### config.mk
export PLATFORM = sky130hd
export DESIGN_NAME = sram_host_ctrl
export DESIGN_NICKNAME = d
export VERILOG_FILES = /design/src/core/sram_host_pkg.sv /design/src/core/lane_link_if.sv /design/src/core/byte_lane_path.sv /design/src/core/irq_block.sv /design/src/core/sram_host_ctrl.sv
export VERILOG_INCLUDE_DIRS = /design/src /design/src/core
export SDC_FILE = /design/constraint.sdc
export NUM_CORES = 1
export LEC_CHECK = 0
export BUFFER_PORTS_ARGS = -buffer_cell sky130_fd_sc_hd__buf_2
export CAP_MARGIN = 20
export CORE_ASPECT_RATIO = 1.5
export CORE_MARGIN = 3
export CORE_UTILIZATION = 45
export CTS_CLUSTER_SIZE = 24
export DETAILED_ROUTE_END_ITERATION = 6
export PLACE_DENSITY = 0.67
export SLEW_MARGIN = 40
export SYNTH_ARGS = -nofsm -noshare
export SYNTH_HDL_FRONTEND = slang
export SYNTH_SLANG_ARGS = --single-unit
### constraint.sdc
create_clock -name clk_i -period 3.2 [get_ports clk_i]
set_clock_uncertainty 0.1 [all_clocks]
set_input_delay 0.16 -clock clk_i [delete_from_list [all_inputs] [get_ports clk_i]]
set_output_delay 0.16 -clock clk_i [all_outputs]
set_load 0.01 [all_outputs]
### src/core/sram_host_consts.svh
// constants for the asynchronous static memory host controller
`ifndef SRAM_HOST_CONSTS_SVH
`define SRAM_HOST_CONSTS_SVH

`define CLK_PERIOD_NS 10
`define T_AA_NS 55
`define T_PWE_NS 40
`define T_SD_NS 25
`define T_HZ_NS 18
`define CYC_UP(ns) (((ns) + `CLK_PERIOD_NS - 1) / `CLK_PERIOD_NS)

`define REG_CTRL 8'h00
`define REG_ADDR 8'h04
`define REG_WDATA 8'h08
`define REG_RDATA 8'h0C
`define REG_STATUS 8'h10
`define REG_IRQ_STAT 8'h14
`define REG_IRQ_MASK 8'h18
`define REG_WAIT 8'h1C
`define REG_CORR_CNT 8'h20

`define CTRL_START 0
`define CTRL_WRITE 1
`define CTRL_LANE_LO 2
`define CTRL_LANE_HI 3
`define CTRL_WIDE 4
`define CTRL_AUTOINC 5

`define STAT_BUSY 0
`define STAT_LAST_ERR 1
`define RDATA_ERR 16

`define IRQ_DONE 0
`define IRQ_CORR 1
`define IRQ_REFUSED 2
`define IRQ_COUNT 3

`define WAIT_RD_LSB 0
`define WAIT_WR_LSB 4

`define RESET_LANES 2'h3
`define RESET_WIDE 1'h1

`endif

### src/core/sram_host_pkg.sv
// types shared by the static memory host controller
`default_nettype none
package sram_host_pkg;
    typedef enum {
        ST_IDLE,
        ST_SETUP,
        ST_READ,
        ST_WR_PULSE,
        ST_WR_HOLD,
        ST_RECOVER
    } seq_state_type;
    typedef logic [1:0] lane_mask_type;
    typedef logic [15:0] mem_word_type;
endpackage : sram_host_pkg
`default_nettype wire

### src/core/lane_link_if.sv
// link between the access sequencer and the byte lane data path
`default_nettype none
interface lane_link_if;
    import sram_host_pkg::*;
    logic wide;
    lane_mask_type lanes;
    mem_word_type wdata;
    logic drive;
    logic capture;
    mem_word_type rdata;
    modport seq (
        output wide,
        output lanes,
        output wdata,
        output drive,
        output capture,
        input rdata
    );
    modport path (
        input wide,
        input lanes,
        input wdata,
        input drive,
        input capture,
        output rdata
    );
endinterface : lane_link_if
`default_nettype wire

### src/core/byte_lane_path.sv
// per-lane data drive and read capture for the memory data lines
`default_nettype none
module byte_lane_path
    import sram_host_pkg::*;
(
    input wire logic clk_i,
    input wire logic rst_i,
    lane_link_if.path link,
    input wire logic [15:0] mem_data_i,
    output logic [15:0] mem_data_o,
    output logic [15:0] mem_data_oe_o
);
    genvar g;
    generate
        for (g = 0; g < 2; g = g + 1) begin : lane
            // byte mode uses only the lower lines
            wire used = link.wide ? link.lanes[g] : (g == 0);
            always_ff @(posedge clk_i) begin
                if (rst_i) begin
                    mem_data_o[g*8 +: 8] <= 8'h00;
                    mem_data_oe_o[g*8 +: 8] <= 8'h00;
                    link.rdata[g*8 +: 8] <= 8'h00;
                end else begin
                    mem_data_o[g*8 +: 8] <= link.wdata[g*8 +: 8];
                    mem_data_oe_o[g*8 +: 8] <= {8{link.drive & used}};
                    if (link.capture) begin
                        link.rdata[g*8 +: 8] <=
                            used ? mem_data_i[g*8 +: 8] : 8'h00;
                    end
                end
            end
        end
    endgenerate
endmodule : byte_lane_path
`default_nettype wire

### src/core/irq_block.sv
// sticky interrupt status with mask and one level output
`default_nettype none
module irq_block #(
    parameter int N = 3
) (
    input wire logic clk_i,
    input wire logic rst_i,
    input wire logic [N-1:0] event_i,
    input wire logic stat_we_i,
    input wire logic mask_we_i,
    input wire logic [N-1:0] wdata_i,
    output logic [N-1:0] status_o,
    output logic [N-1:0] mask_o,
    output logic irq_o
);
    genvar g;
    generate
        for (g = 0; g < N; g = g + 1) begin : bitn
            always_ff @(posedge clk_i) begin
                if (rst_i) begin
                    status_o[g] <= 1'b0;
                    mask_o[g] <= 1'b0;
                end else begin
                    // a new event wins over a write-one clear
                    if (event_i[g]) begin
                        status_o[g] <= 1'b1;
                    end else if (stat_we_i && wdata_i[g]) begin
                        status_o[g] <= 1'b0;
                    end
                    if (mask_we_i) begin
                        mask_o[g] <= wdata_i[g];
                    end
                end
            end
        end
    endgenerate
    always_ff @(posedge clk_i) begin
        if (rst_i) begin
            irq_o <= 1'b0;
        end else begin
            irq_o <= |(status_o & mask_o);
        end
    end
endmodule : irq_block
`default_nettype wire

### src/core/sram_host_ctrl.sv
// wishbone-controlled host for an asynchronous static memory with ecc flag
//
// Register access over Wishbone and the register offsets were left to the implementer.
`include "sram_host_consts.svh"
`default_nettype none
module sram_host_ctrl
    import sram_host_pkg::*;
#(
    parameter int ADDR_W = 22,
    parameter int CNT_W = 5
) (
    input wire logic clk_i,
    input wire logic rst_i,
    input wire logic [7:0] wb_adr_i,
    input wire logic [31:0] wb_dat_i,
    input wire logic [3:0] wb_sel_i,
    input wire logic wb_we_i,
    input wire logic wb_cyc_i,
    input wire logic wb_stb_i,
    output logic [31:0] wb_dat_o,
    output logic wb_ack_o,
    output logic irq_o,
    output logic select_active_low_o,
    output logic select_active_high_o,
    output logic write_strobe_n_o,
    output logic output_strobe_n_o,
    output logic upper_lane_enable_n_o,
    output logic lower_lane_enable_n_o,
    output logic width_strap_o,
    output logic [ADDR_W-1:0] mem_addr_o,
    input wire logic [15:0] mem_data_i,
    output logic [15:0] mem_data_o,
    output logic [15:0] mem_data_oe_o,
    input wire logic err_flag_i
);
    localparam logic [CNT_W-1:0] AA_CYC = CNT_W'(`CYC_UP(`T_AA_NS));
    localparam logic [CNT_W-1:0] PWE_CYC = CNT_W'(`CYC_UP(`T_PWE_NS));
    localparam logic [CNT_W-1:0] SD_CYC = CNT_W'(`CYC_UP(`T_SD_NS));
    localparam logic [CNT_W-1:0] HZ_CYC = CNT_W'(`CYC_UP(`T_HZ_NS));
    localparam logic [CNT_W-1:0] WR_CYC =
        (PWE_CYC > SD_CYC) ? PWE_CYC : SD_CYC;

    seq_state_type state_reg;
    seq_state_type state_next;
    logic [CNT_W-1:0] cnt_reg;
    logic [CNT_W-1:0] cnt_next;
    logic ack_reg;
    logic [31:0] dat_reg;
    logic write_reg;
    lane_mask_type lanes_reg;
    logic wide_reg;
    logic autoinc_reg;
    logic [ADDR_W-1:0] addr_reg;
    mem_word_type wdata_reg;
    logic last_err_reg;
    logic [3:0] rd_wait_reg;
    logic [3:0] wr_wait_reg;
    logic [15:0] corr_cnt_reg;
    logic sel_n_reg;
    logic sel_reg;
    logic we_n_reg;
    logic oe_n_reg;
    logic hi_n_reg;
    logic lo_n_reg;
    logic [`IRQ_COUNT-1:0] irq_status;
    logic [`IRQ_COUNT-1:0] irq_mask;
    logic irq_line;

    lane_link_if link ();

    // bus decode
    wire wb_req = wb_cyc_i & wb_stb_i & ~ack_reg;
    wire wb_wr = wb_req & wb_we_i;
    wire [31:0] bmask = {{8{wb_sel_i[3]}}, {8{wb_sel_i[2]}},
                         {8{wb_sel_i[1]}}, {8{wb_sel_i[0]}}};
    wire wr_data_bits = |bmask;
    wire hit_ctrl = wb_adr_i == `REG_CTRL;
    wire hit_addr = wb_adr_i == `REG_ADDR;
    wire hit_wdata = wb_adr_i == `REG_WDATA;
    wire hit_rdata = wb_adr_i == `REG_RDATA;
    wire hit_status = wb_adr_i == `REG_STATUS;
    wire hit_istat = wb_adr_i == `REG_IRQ_STAT;
    wire hit_imask = wb_adr_i == `REG_IRQ_MASK;
    wire hit_wait = wb_adr_i == `REG_WAIT;
    wire hit_corr = wb_adr_i == `REG_CORR_CNT;
    wire idle = state_reg == ST_IDLE;

    // current register words
    wire [31:0] ctrl_word = {26'h0, autoinc_reg, wide_reg, lanes_reg,
                             write_reg, 1'b0};
    wire [31:0] addr_word = 32'(addr_reg);
    wire [31:0] wdata_word = {16'h0, wdata_reg};
    wire [31:0] rdata_word = {15'h0, last_err_reg, link.rdata};
    wire [31:0] status_word = {30'h0, last_err_reg, ~idle};
    wire [31:0] istat_word = 32'(irq_status);
    wire [31:0] imask_word = 32'(irq_mask);
    wire [31:0] wait_word = {24'h0, wr_wait_reg, rd_wait_reg};
    wire [31:0] corr_word = {16'h0, corr_cnt_reg};

    // byte-lane merge of write data
    wire [31:0] ctrl_m = (ctrl_word & ~bmask) | (wb_dat_i & bmask);
    wire [31:0] addr_m = (addr_word & ~bmask) | (wb_dat_i & bmask);
    wire [31:0] wdata_m = (wdata_word & ~bmask) | (wb_dat_i & bmask);
    wire [31:0] imask_m = (imask_word & ~bmask) | (wb_dat_i & bmask);
    wire [31:0] wait_m = (wait_word & ~bmask) | (wb_dat_i & bmask);

    // setup writes are locked out while an access runs
    wire ctrl_we = wb_wr & hit_ctrl & idle;
    wire addr_we = wb_wr & hit_addr & idle;
    wire wdata_we = wb_wr & hit_wdata & idle;
    wire wait_we = wb_wr & hit_wait & idle;
    wire corr_we = wb_wr & hit_corr & wr_data_bits;
    wire start_req = wb_wr & hit_ctrl & bmask[`CTRL_START]
                     & wb_dat_i[`CTRL_START];
    wire [1:0] lanes_m = {ctrl_m[`CTRL_LANE_HI], ctrl_m[`CTRL_LANE_LO]};
    // wide mode with no lane would only be standby: refuse it
    wire no_lane = ctrl_m[`CTRL_WIDE] & (lanes_m == 2'b00);
    wire launch = start_req & idle & ~no_lane;
    wire refused = start_req & (~idle | no_lane);

    wire [31:0] rd_word =
        hit_ctrl ? ctrl_word :
        hit_addr ? addr_word :
        hit_wdata ? wdata_word :
        hit_rdata ? rdata_word :
        hit_status ? status_word :
        hit_istat ? istat_word :
        hit_imask ? imask_word :
        hit_wait ? wait_word :
        hit_corr ? corr_word : 32'h0;

    // access sequencer
    wire [CNT_W-1:0] rd_len = AA_CYC + CNT_W'(rd_wait_reg);
    wire [CNT_W-1:0] wr_len = WR_CYC + CNT_W'(wr_wait_reg);
    wire cnt_last = cnt_reg == CNT_W'(1);
    // error flag sampled on the same edge as read data
    wire capture = (state_reg == ST_READ) & cnt_last;
    wire done_evt = (state_reg == ST_RECOVER) & cnt_last;
    // flag only means something while a read drives outputs
    wire corr_evt = capture & err_flag_i;

    always_comb begin
        state_next = state_reg;
        cnt_next = cnt_reg;
        case (state_reg)
            ST_IDLE: begin
                if (launch) begin
                    state_next = ST_SETUP;
                end
            end
            ST_SETUP: begin
                // address settles one cycle before select
                if (write_reg) begin
                    state_next = ST_WR_PULSE;
                    cnt_next = wr_len;
                end else begin
                    state_next = ST_READ;
                    cnt_next = rd_len;
                end
            end
            ST_READ: begin
                if (cnt_last) begin
                    state_next = ST_RECOVER;
                    cnt_next = HZ_CYC;
                end else begin
                    cnt_next = cnt_reg - CNT_W'(1);
                end
            end
            ST_WR_PULSE: begin
                if (cnt_last) begin
                    state_next = ST_WR_HOLD;
                end else begin
                    cnt_next = cnt_reg - CNT_W'(1);
                end
            end
            ST_WR_HOLD: begin
                state_next = ST_RECOVER;
                cnt_next = HZ_CYC;
            end
            ST_RECOVER: begin
                // memory outputs reach high impedance before next drive
                if (cnt_last) begin
                    state_next = ST_IDLE;
                end else begin
                    cnt_next = cnt_reg - CNT_W'(1);
                end
            end
            default: begin
                state_next = ST_IDLE;
                cnt_next = '0;
            end
        endcase
    end

    wire sel_next = (state_next == ST_READ) | (state_next == ST_WR_PULSE)
                    | (state_next == ST_WR_HOLD);
    wire we_next = state_next == ST_WR_PULSE;
    wire oe_next = state_next == ST_READ;
    wire drive_next = (state_next == ST_WR_PULSE)
                      | (state_next == ST_WR_HOLD);
    // byte mode leaves lane enables low, the memory ignores them
    wire [1:0] lane_on = wide_reg ? lanes_reg : 2'b11;

    assign link.wide = wide_reg;
    assign link.lanes = lanes_reg;
    assign link.wdata = wdata_reg;
    assign link.drive = drive_next;
    assign link.capture = capture;

    byte_lane_path u_path (
        .clk_i(clk_i),
        .rst_i(rst_i),
        .link(link.path),
        .mem_data_i(mem_data_i),
        .mem_data_o(mem_data_o),
        .mem_data_oe_o(mem_data_oe_o)
    );

    irq_block #(
        .N(`IRQ_COUNT)
    ) u_irq (
        .clk_i(clk_i),
        .rst_i(rst_i),
        .event_i({refused, corr_evt, done_evt}),
        .stat_we_i(wb_wr & hit_istat),
        .mask_we_i(wb_wr & hit_imask),
        .wdata_i(hit_istat ? (wb_dat_i[`IRQ_COUNT-1:0]
                              & bmask[`IRQ_COUNT-1:0])
                           : imask_m[`IRQ_COUNT-1:0]),
        .status_o(irq_status),
        .mask_o(irq_mask),
        .irq_o(irq_line)
    );

    always_ff @(posedge clk_i) begin
        if (rst_i) begin
            state_reg <= ST_IDLE;
            cnt_reg <= '0;
        end else begin
            state_reg <= state_next;
            cnt_reg <= cnt_next;
        end
    end

    // bus slave, ack one cycle after the request
    always_ff @(posedge clk_i) begin
        if (rst_i) begin
            ack_reg <= 1'b0;
            dat_reg <= 32'h0;
        end else begin
            ack_reg <= wb_req;
            if (wb_req) begin
                dat_reg <= rd_word;
            end
        end
    end

    always_ff @(posedge clk_i) begin
        if (rst_i) begin
            write_reg <= 1'b0;
            lanes_reg <= `RESET_LANES;
            wide_reg <= `RESET_WIDE;
            autoinc_reg <= 1'b0;
            rd_wait_reg <= 4'h0;
            wr_wait_reg <= 4'h0;
            wdata_reg <= 16'h0;
        end else begin
            if (ctrl_we) begin
                write_reg <= ctrl_m[`CTRL_WRITE];
                lanes_reg <= lanes_m;
                wide_reg <= ctrl_m[`CTRL_WIDE];
                autoinc_reg <= ctrl_m[`CTRL_AUTOINC];
            end
            if (wait_we) begin
                rd_wait_reg <= wait_m[`WAIT_RD_LSB +: 4];
                wr_wait_reg <= wait_m[`WAIT_WR_LSB +: 4];
            end
            if (wdata_we) begin
                wdata_reg <= wdata_m[15:0];
            end
        end
    end

    always_ff @(posedge clk_i) begin
        if (rst_i) begin
            addr_reg <= '0;
        end else if (addr_we) begin
            addr_reg <= addr_m[ADDR_W-1:0];
        end else if (done_evt && autoinc_reg) begin
            addr_reg <= addr_reg + ADDR_W'(1);
        end
    end

    always_ff @(posedge clk_i) begin
        if (rst_i) begin
            last_err_reg <= 1'b0;
            corr_cnt_reg <= 16'h0;
        end else begin
            if (capture) begin
                last_err_reg <= err_flag_i;
            end
            if (corr_evt && corr_cnt_reg != 16'hFFFF) begin
                corr_cnt_reg <= corr_cnt_reg + 16'h0001;
            end else if (corr_we) begin
                corr_cnt_reg <= 16'h0;
            end
        end
    end

    // pin flops
    always_ff @(posedge clk_i) begin
        if (rst_i) begin
            sel_n_reg <= 1'b1;
            sel_reg <= 1'b0;
            we_n_reg <= 1'b1;
            oe_n_reg <= 1'b1;
            hi_n_reg <= 1'b1;
            lo_n_reg <= 1'b1;
        end else begin
            sel_n_reg <= ~sel_next;
            sel_reg <= sel_next;
            // strobe rises first and ends the write, data still held
            we_n_reg <= ~we_next;
            oe_n_reg <= ~oe_next;
            hi_n_reg <= ~(sel_next & lane_on[1]);
            lo_n_reg <= ~(sel_next & lane_on[0]);
        end
    end

    assign wb_ack_o = ack_reg;
    assign wb_dat_o = dat_reg;
    assign irq_o = irq_line;
    assign select_active_low_o = sel_n_reg;
    assign select_active_high_o = sel_reg;
    assign write_strobe_n_o = we_n_reg;
    assign output_strobe_n_o = oe_n_reg;
    assign upper_lane_enable_n_o = hi_n_reg;
    assign lower_lane_enable_n_o = lo_n_reg;
    assign width_strap_o = wide_reg;
    assign mem_addr_o = addr_reg;
endmodule : sram_host_ctrl
`default_nettype wire

==> impl_metrics.toml <==
[final_layout]
area_growth_pct = 22.1
diodes = 0
drive_gt1_share_pct = 20.6
multi_input_area_um2 = 4480
final_core_util_pct = 56.8
final_common_cell = "dfxtp_1"
nFillCells = 1697
layout_common_cells = "dfxtp_1, buf_2, nand2_1, a21oi_1, nand3_1"
regArea_um2 = 3500
finalNetCount = 1239
design_area_um2 = 10400

[drt]
drc_errors = 0
wl_met2_mm = 13.8
drt_first_pass_iters = 6
drt_wl_total_mm = 27.1
postRouteAntennaNets = 0
highest_layer = "met4"
wl_met1_mm = 10.3
vias = 8383
viasPerCell = 5.87
wl_per_cell_um = 19.0
dr.first_iter.drc_count = 935
wl_met3_mm = 1.61

[setup_path]
worst-path-max-fanout = 10
worstPathRequired_ps = 3470
path_class = "flop to flop"
arrival_ps = 2940
r2r_setup_slack_ps = 530
end_kind = "flop"
start_kind = "flop"

[clock_network]
root_buffer = "clkbuf_16"
cts_buffers = 17
cts_resized = 0
cts.path.max_buffers = 2
clk_latency_ps = 440
cts_setup_buffers = 0
cts_tree = "yes"
ctsHtreeMaxLevel = 4
cts_hold_buf = 39
clk_pin_slew_worst_paths_ps = 70
clock_sinks = 175

[timing]
timing.fmax_mhz = 375
tns_ps = 0
tightestPinTransition_ps = 767
hold_viol_final = 0
setup_viol = 0
fin_ws_ps = 530
layout_min_cycle_time_ps = 2670
maxSlewViolCount = 0
period_share_pct = 83.4
max_slew_margin_pct = 48.9
grt_setup_unrepaired = "no"

[power]
p_per_area_nw_per_um2 = 443
switching_share_pct = 24.2
comb_power_share_pct = 5.8
clockPowerShare_pct = 45.6
p_switching_w = 0.00111
sequentialPowerShare_pct = 48.6
intPower_w = 0.00348
leakage_nw = 3.92
irDropWorstVdd_mv = 0.325

[place]
dp_hpwl_mm = 19.9
place_area_um2 = 9390
place.gp.congestion = 0.943
post-place-ws_ps = 581
io_buffer_count = 140

[hold_path]
hold_class = "input port to flop"

[global_routing]
grt_max_degree = 71
grt_use_total_pct = 25.8
grt_pass1_vias = 7960
grt_pass1_wl_mm = 42.3
antenna_found_initial = 0
gr-total-overflow = 0

[flow_run]
drv_cap = 0

[yosys]
yosys_warnings = 0
synth-edff-count = 0
async_reset_ff_share_pct = 0
yosysUniqueCellTypes = 78
syn_area_per_cell_um2 = 8.59
synth_seq_cells = 175
ys_seq_area_share_pct = 41.3
netlist_instances = 987
synthFlopType = "dfxtp_1"
syn_area_um2 = 8480

[die]
dieArea_um2 = 20600
dieWidth_um = 118
initial_core_util_pct = 46.5
design.core.area_um2 = 18200
ioPinCount = 161
rows = 60
die_y_um = 174

[run_status]
outcome = "finished, final reports clean"
power groups by stage:
stage               Sequential (W)  Combinational [W]  Clock (W)
floorplan                  0.00228           0.000131          0
CTS                        0.00223           0.000260    0.00212
detailed placement         0.00228           0.000223          0
global placement           0.00228           0.000222          0
global route               0.00224           0.000287    0.00221
finish                     0.00223           0.000266    0.00209
layer usage:
| layer | global-route usage, % | vias up |
|---|---|---|
| met4 | 15.3 | 0 |
| met3 | 4.98 | 99 |
| li1 | - | 3967 |
| met1 | 28.6 | 3933 |
| met2 | 45.4 | 384 |
| met5 | 0 | - |
area by class of cell:
| cell class | count | share of cell area [%] |
|---|---|---|
| Clock inverter | 14 | 1.49 |
| Timing Repair Buffer | 215 | 13.2 |
| Sequential cell | 175 | 33.8 |
| Inverter | 32 | 1.16 |
| Tap cell | 248 | 3.00 |
| Clock buffer | 17 | 4.11 |
| Multi-Input combinational cell | 726 | 43.3 |
worst max-delay path: stages (launching register included):
cell and delay (ps):
dfxtp_1 320, inv_1 100, ha_1 170, nor4b_4 570, and4_1 440, nand3_1 310
or3_1 430, a31oi_1 160
cell families (layout without fill, tap and decap cells):
family | count (synthesis) | in the layout | synth area share [%]
fa+ha+maj | 6 | 6 | 0.885
flops | 175 | 175 | 41.3
mux | 32 | 32 | 3.82
buf+inv | 124 | 278 | 7.61
compound gates | 248 | 248 | 19.7
other cells | 1 | 39 | 0.0442
xor+xnor | 6 | 6 | 0.620
simple gates | 395 | 395 | 26.0
synth_stat cells (5+ instances only):
cell         n  area [um^2]
nand2b_1     9         56.3
nor4_1      22          138
inv_1       32          120
o21ai_0     52          260
nor3_1      20          100
clkbuf_1    42          158
nor4b_1      5         43.8
ha_1         6         75.1
and3_1      11         68.8
nor4_4       5          106
nand3b_1     5         37.5
a21oi_1     63          315
o211ai_1     9         67.6
a221o_2      8         90.1
dfxtp_1    175         3500
o2111ai_1    8         70.1
a221oi_1     8         70.1
or3_1       10         62.6
a211oi_1    10         75.1
buf_4       29          218
nand4_1     24          150
buf_2       10         50.1
or4b_2       5         50.1
or4_1        5         37.5
o22ai_1     11         68.8
a2bb2oi_1    7         61.3
and4_1      14          123
a31oi_1     18          113
nor2_1      52          195
nor2b_1     28          175
mux2i_1     29          290
nand3_1     53          265
a211o_1      5         43.8
buf_6        7         78.8
nand2_1    109          409
stage by stage:
| step | power [W] | cells | hold slack [ps] |
|---|---|---|---|
| 2_1_floorplan | 0.00241 | 1025 | 178 |
| 3_3_place_gp | 0.00250 | 1357 | 321 |
| 4_1_cts | 0.00461 | 1427 | 37.9 |
| 6_report | 0.00459 | 1427 | 56.5 |
| 5_1_grt | 0.00473 | 1427 | 58.8 |
| 3_5_place_dp | 0.00251 | 1357 | 322 |
path summary, 6_finish.rpt:
kind,start,endpoint,cells past startpoint
max,cnt_reg[1]$_SDFFE_PP0P_,flop,7
min,wb_sel_i[0],flop,3
max reg2reg,cnt_reg[1]$_SDFFE_PP0P_,flop,7
min reg2reg,wb_dat_o[21]$_SDFFE_PP0N_,wb_dat_o[21]$_SDFFE_PP0N_,2
Note: power is estimated with default switching activity, not from simulation.
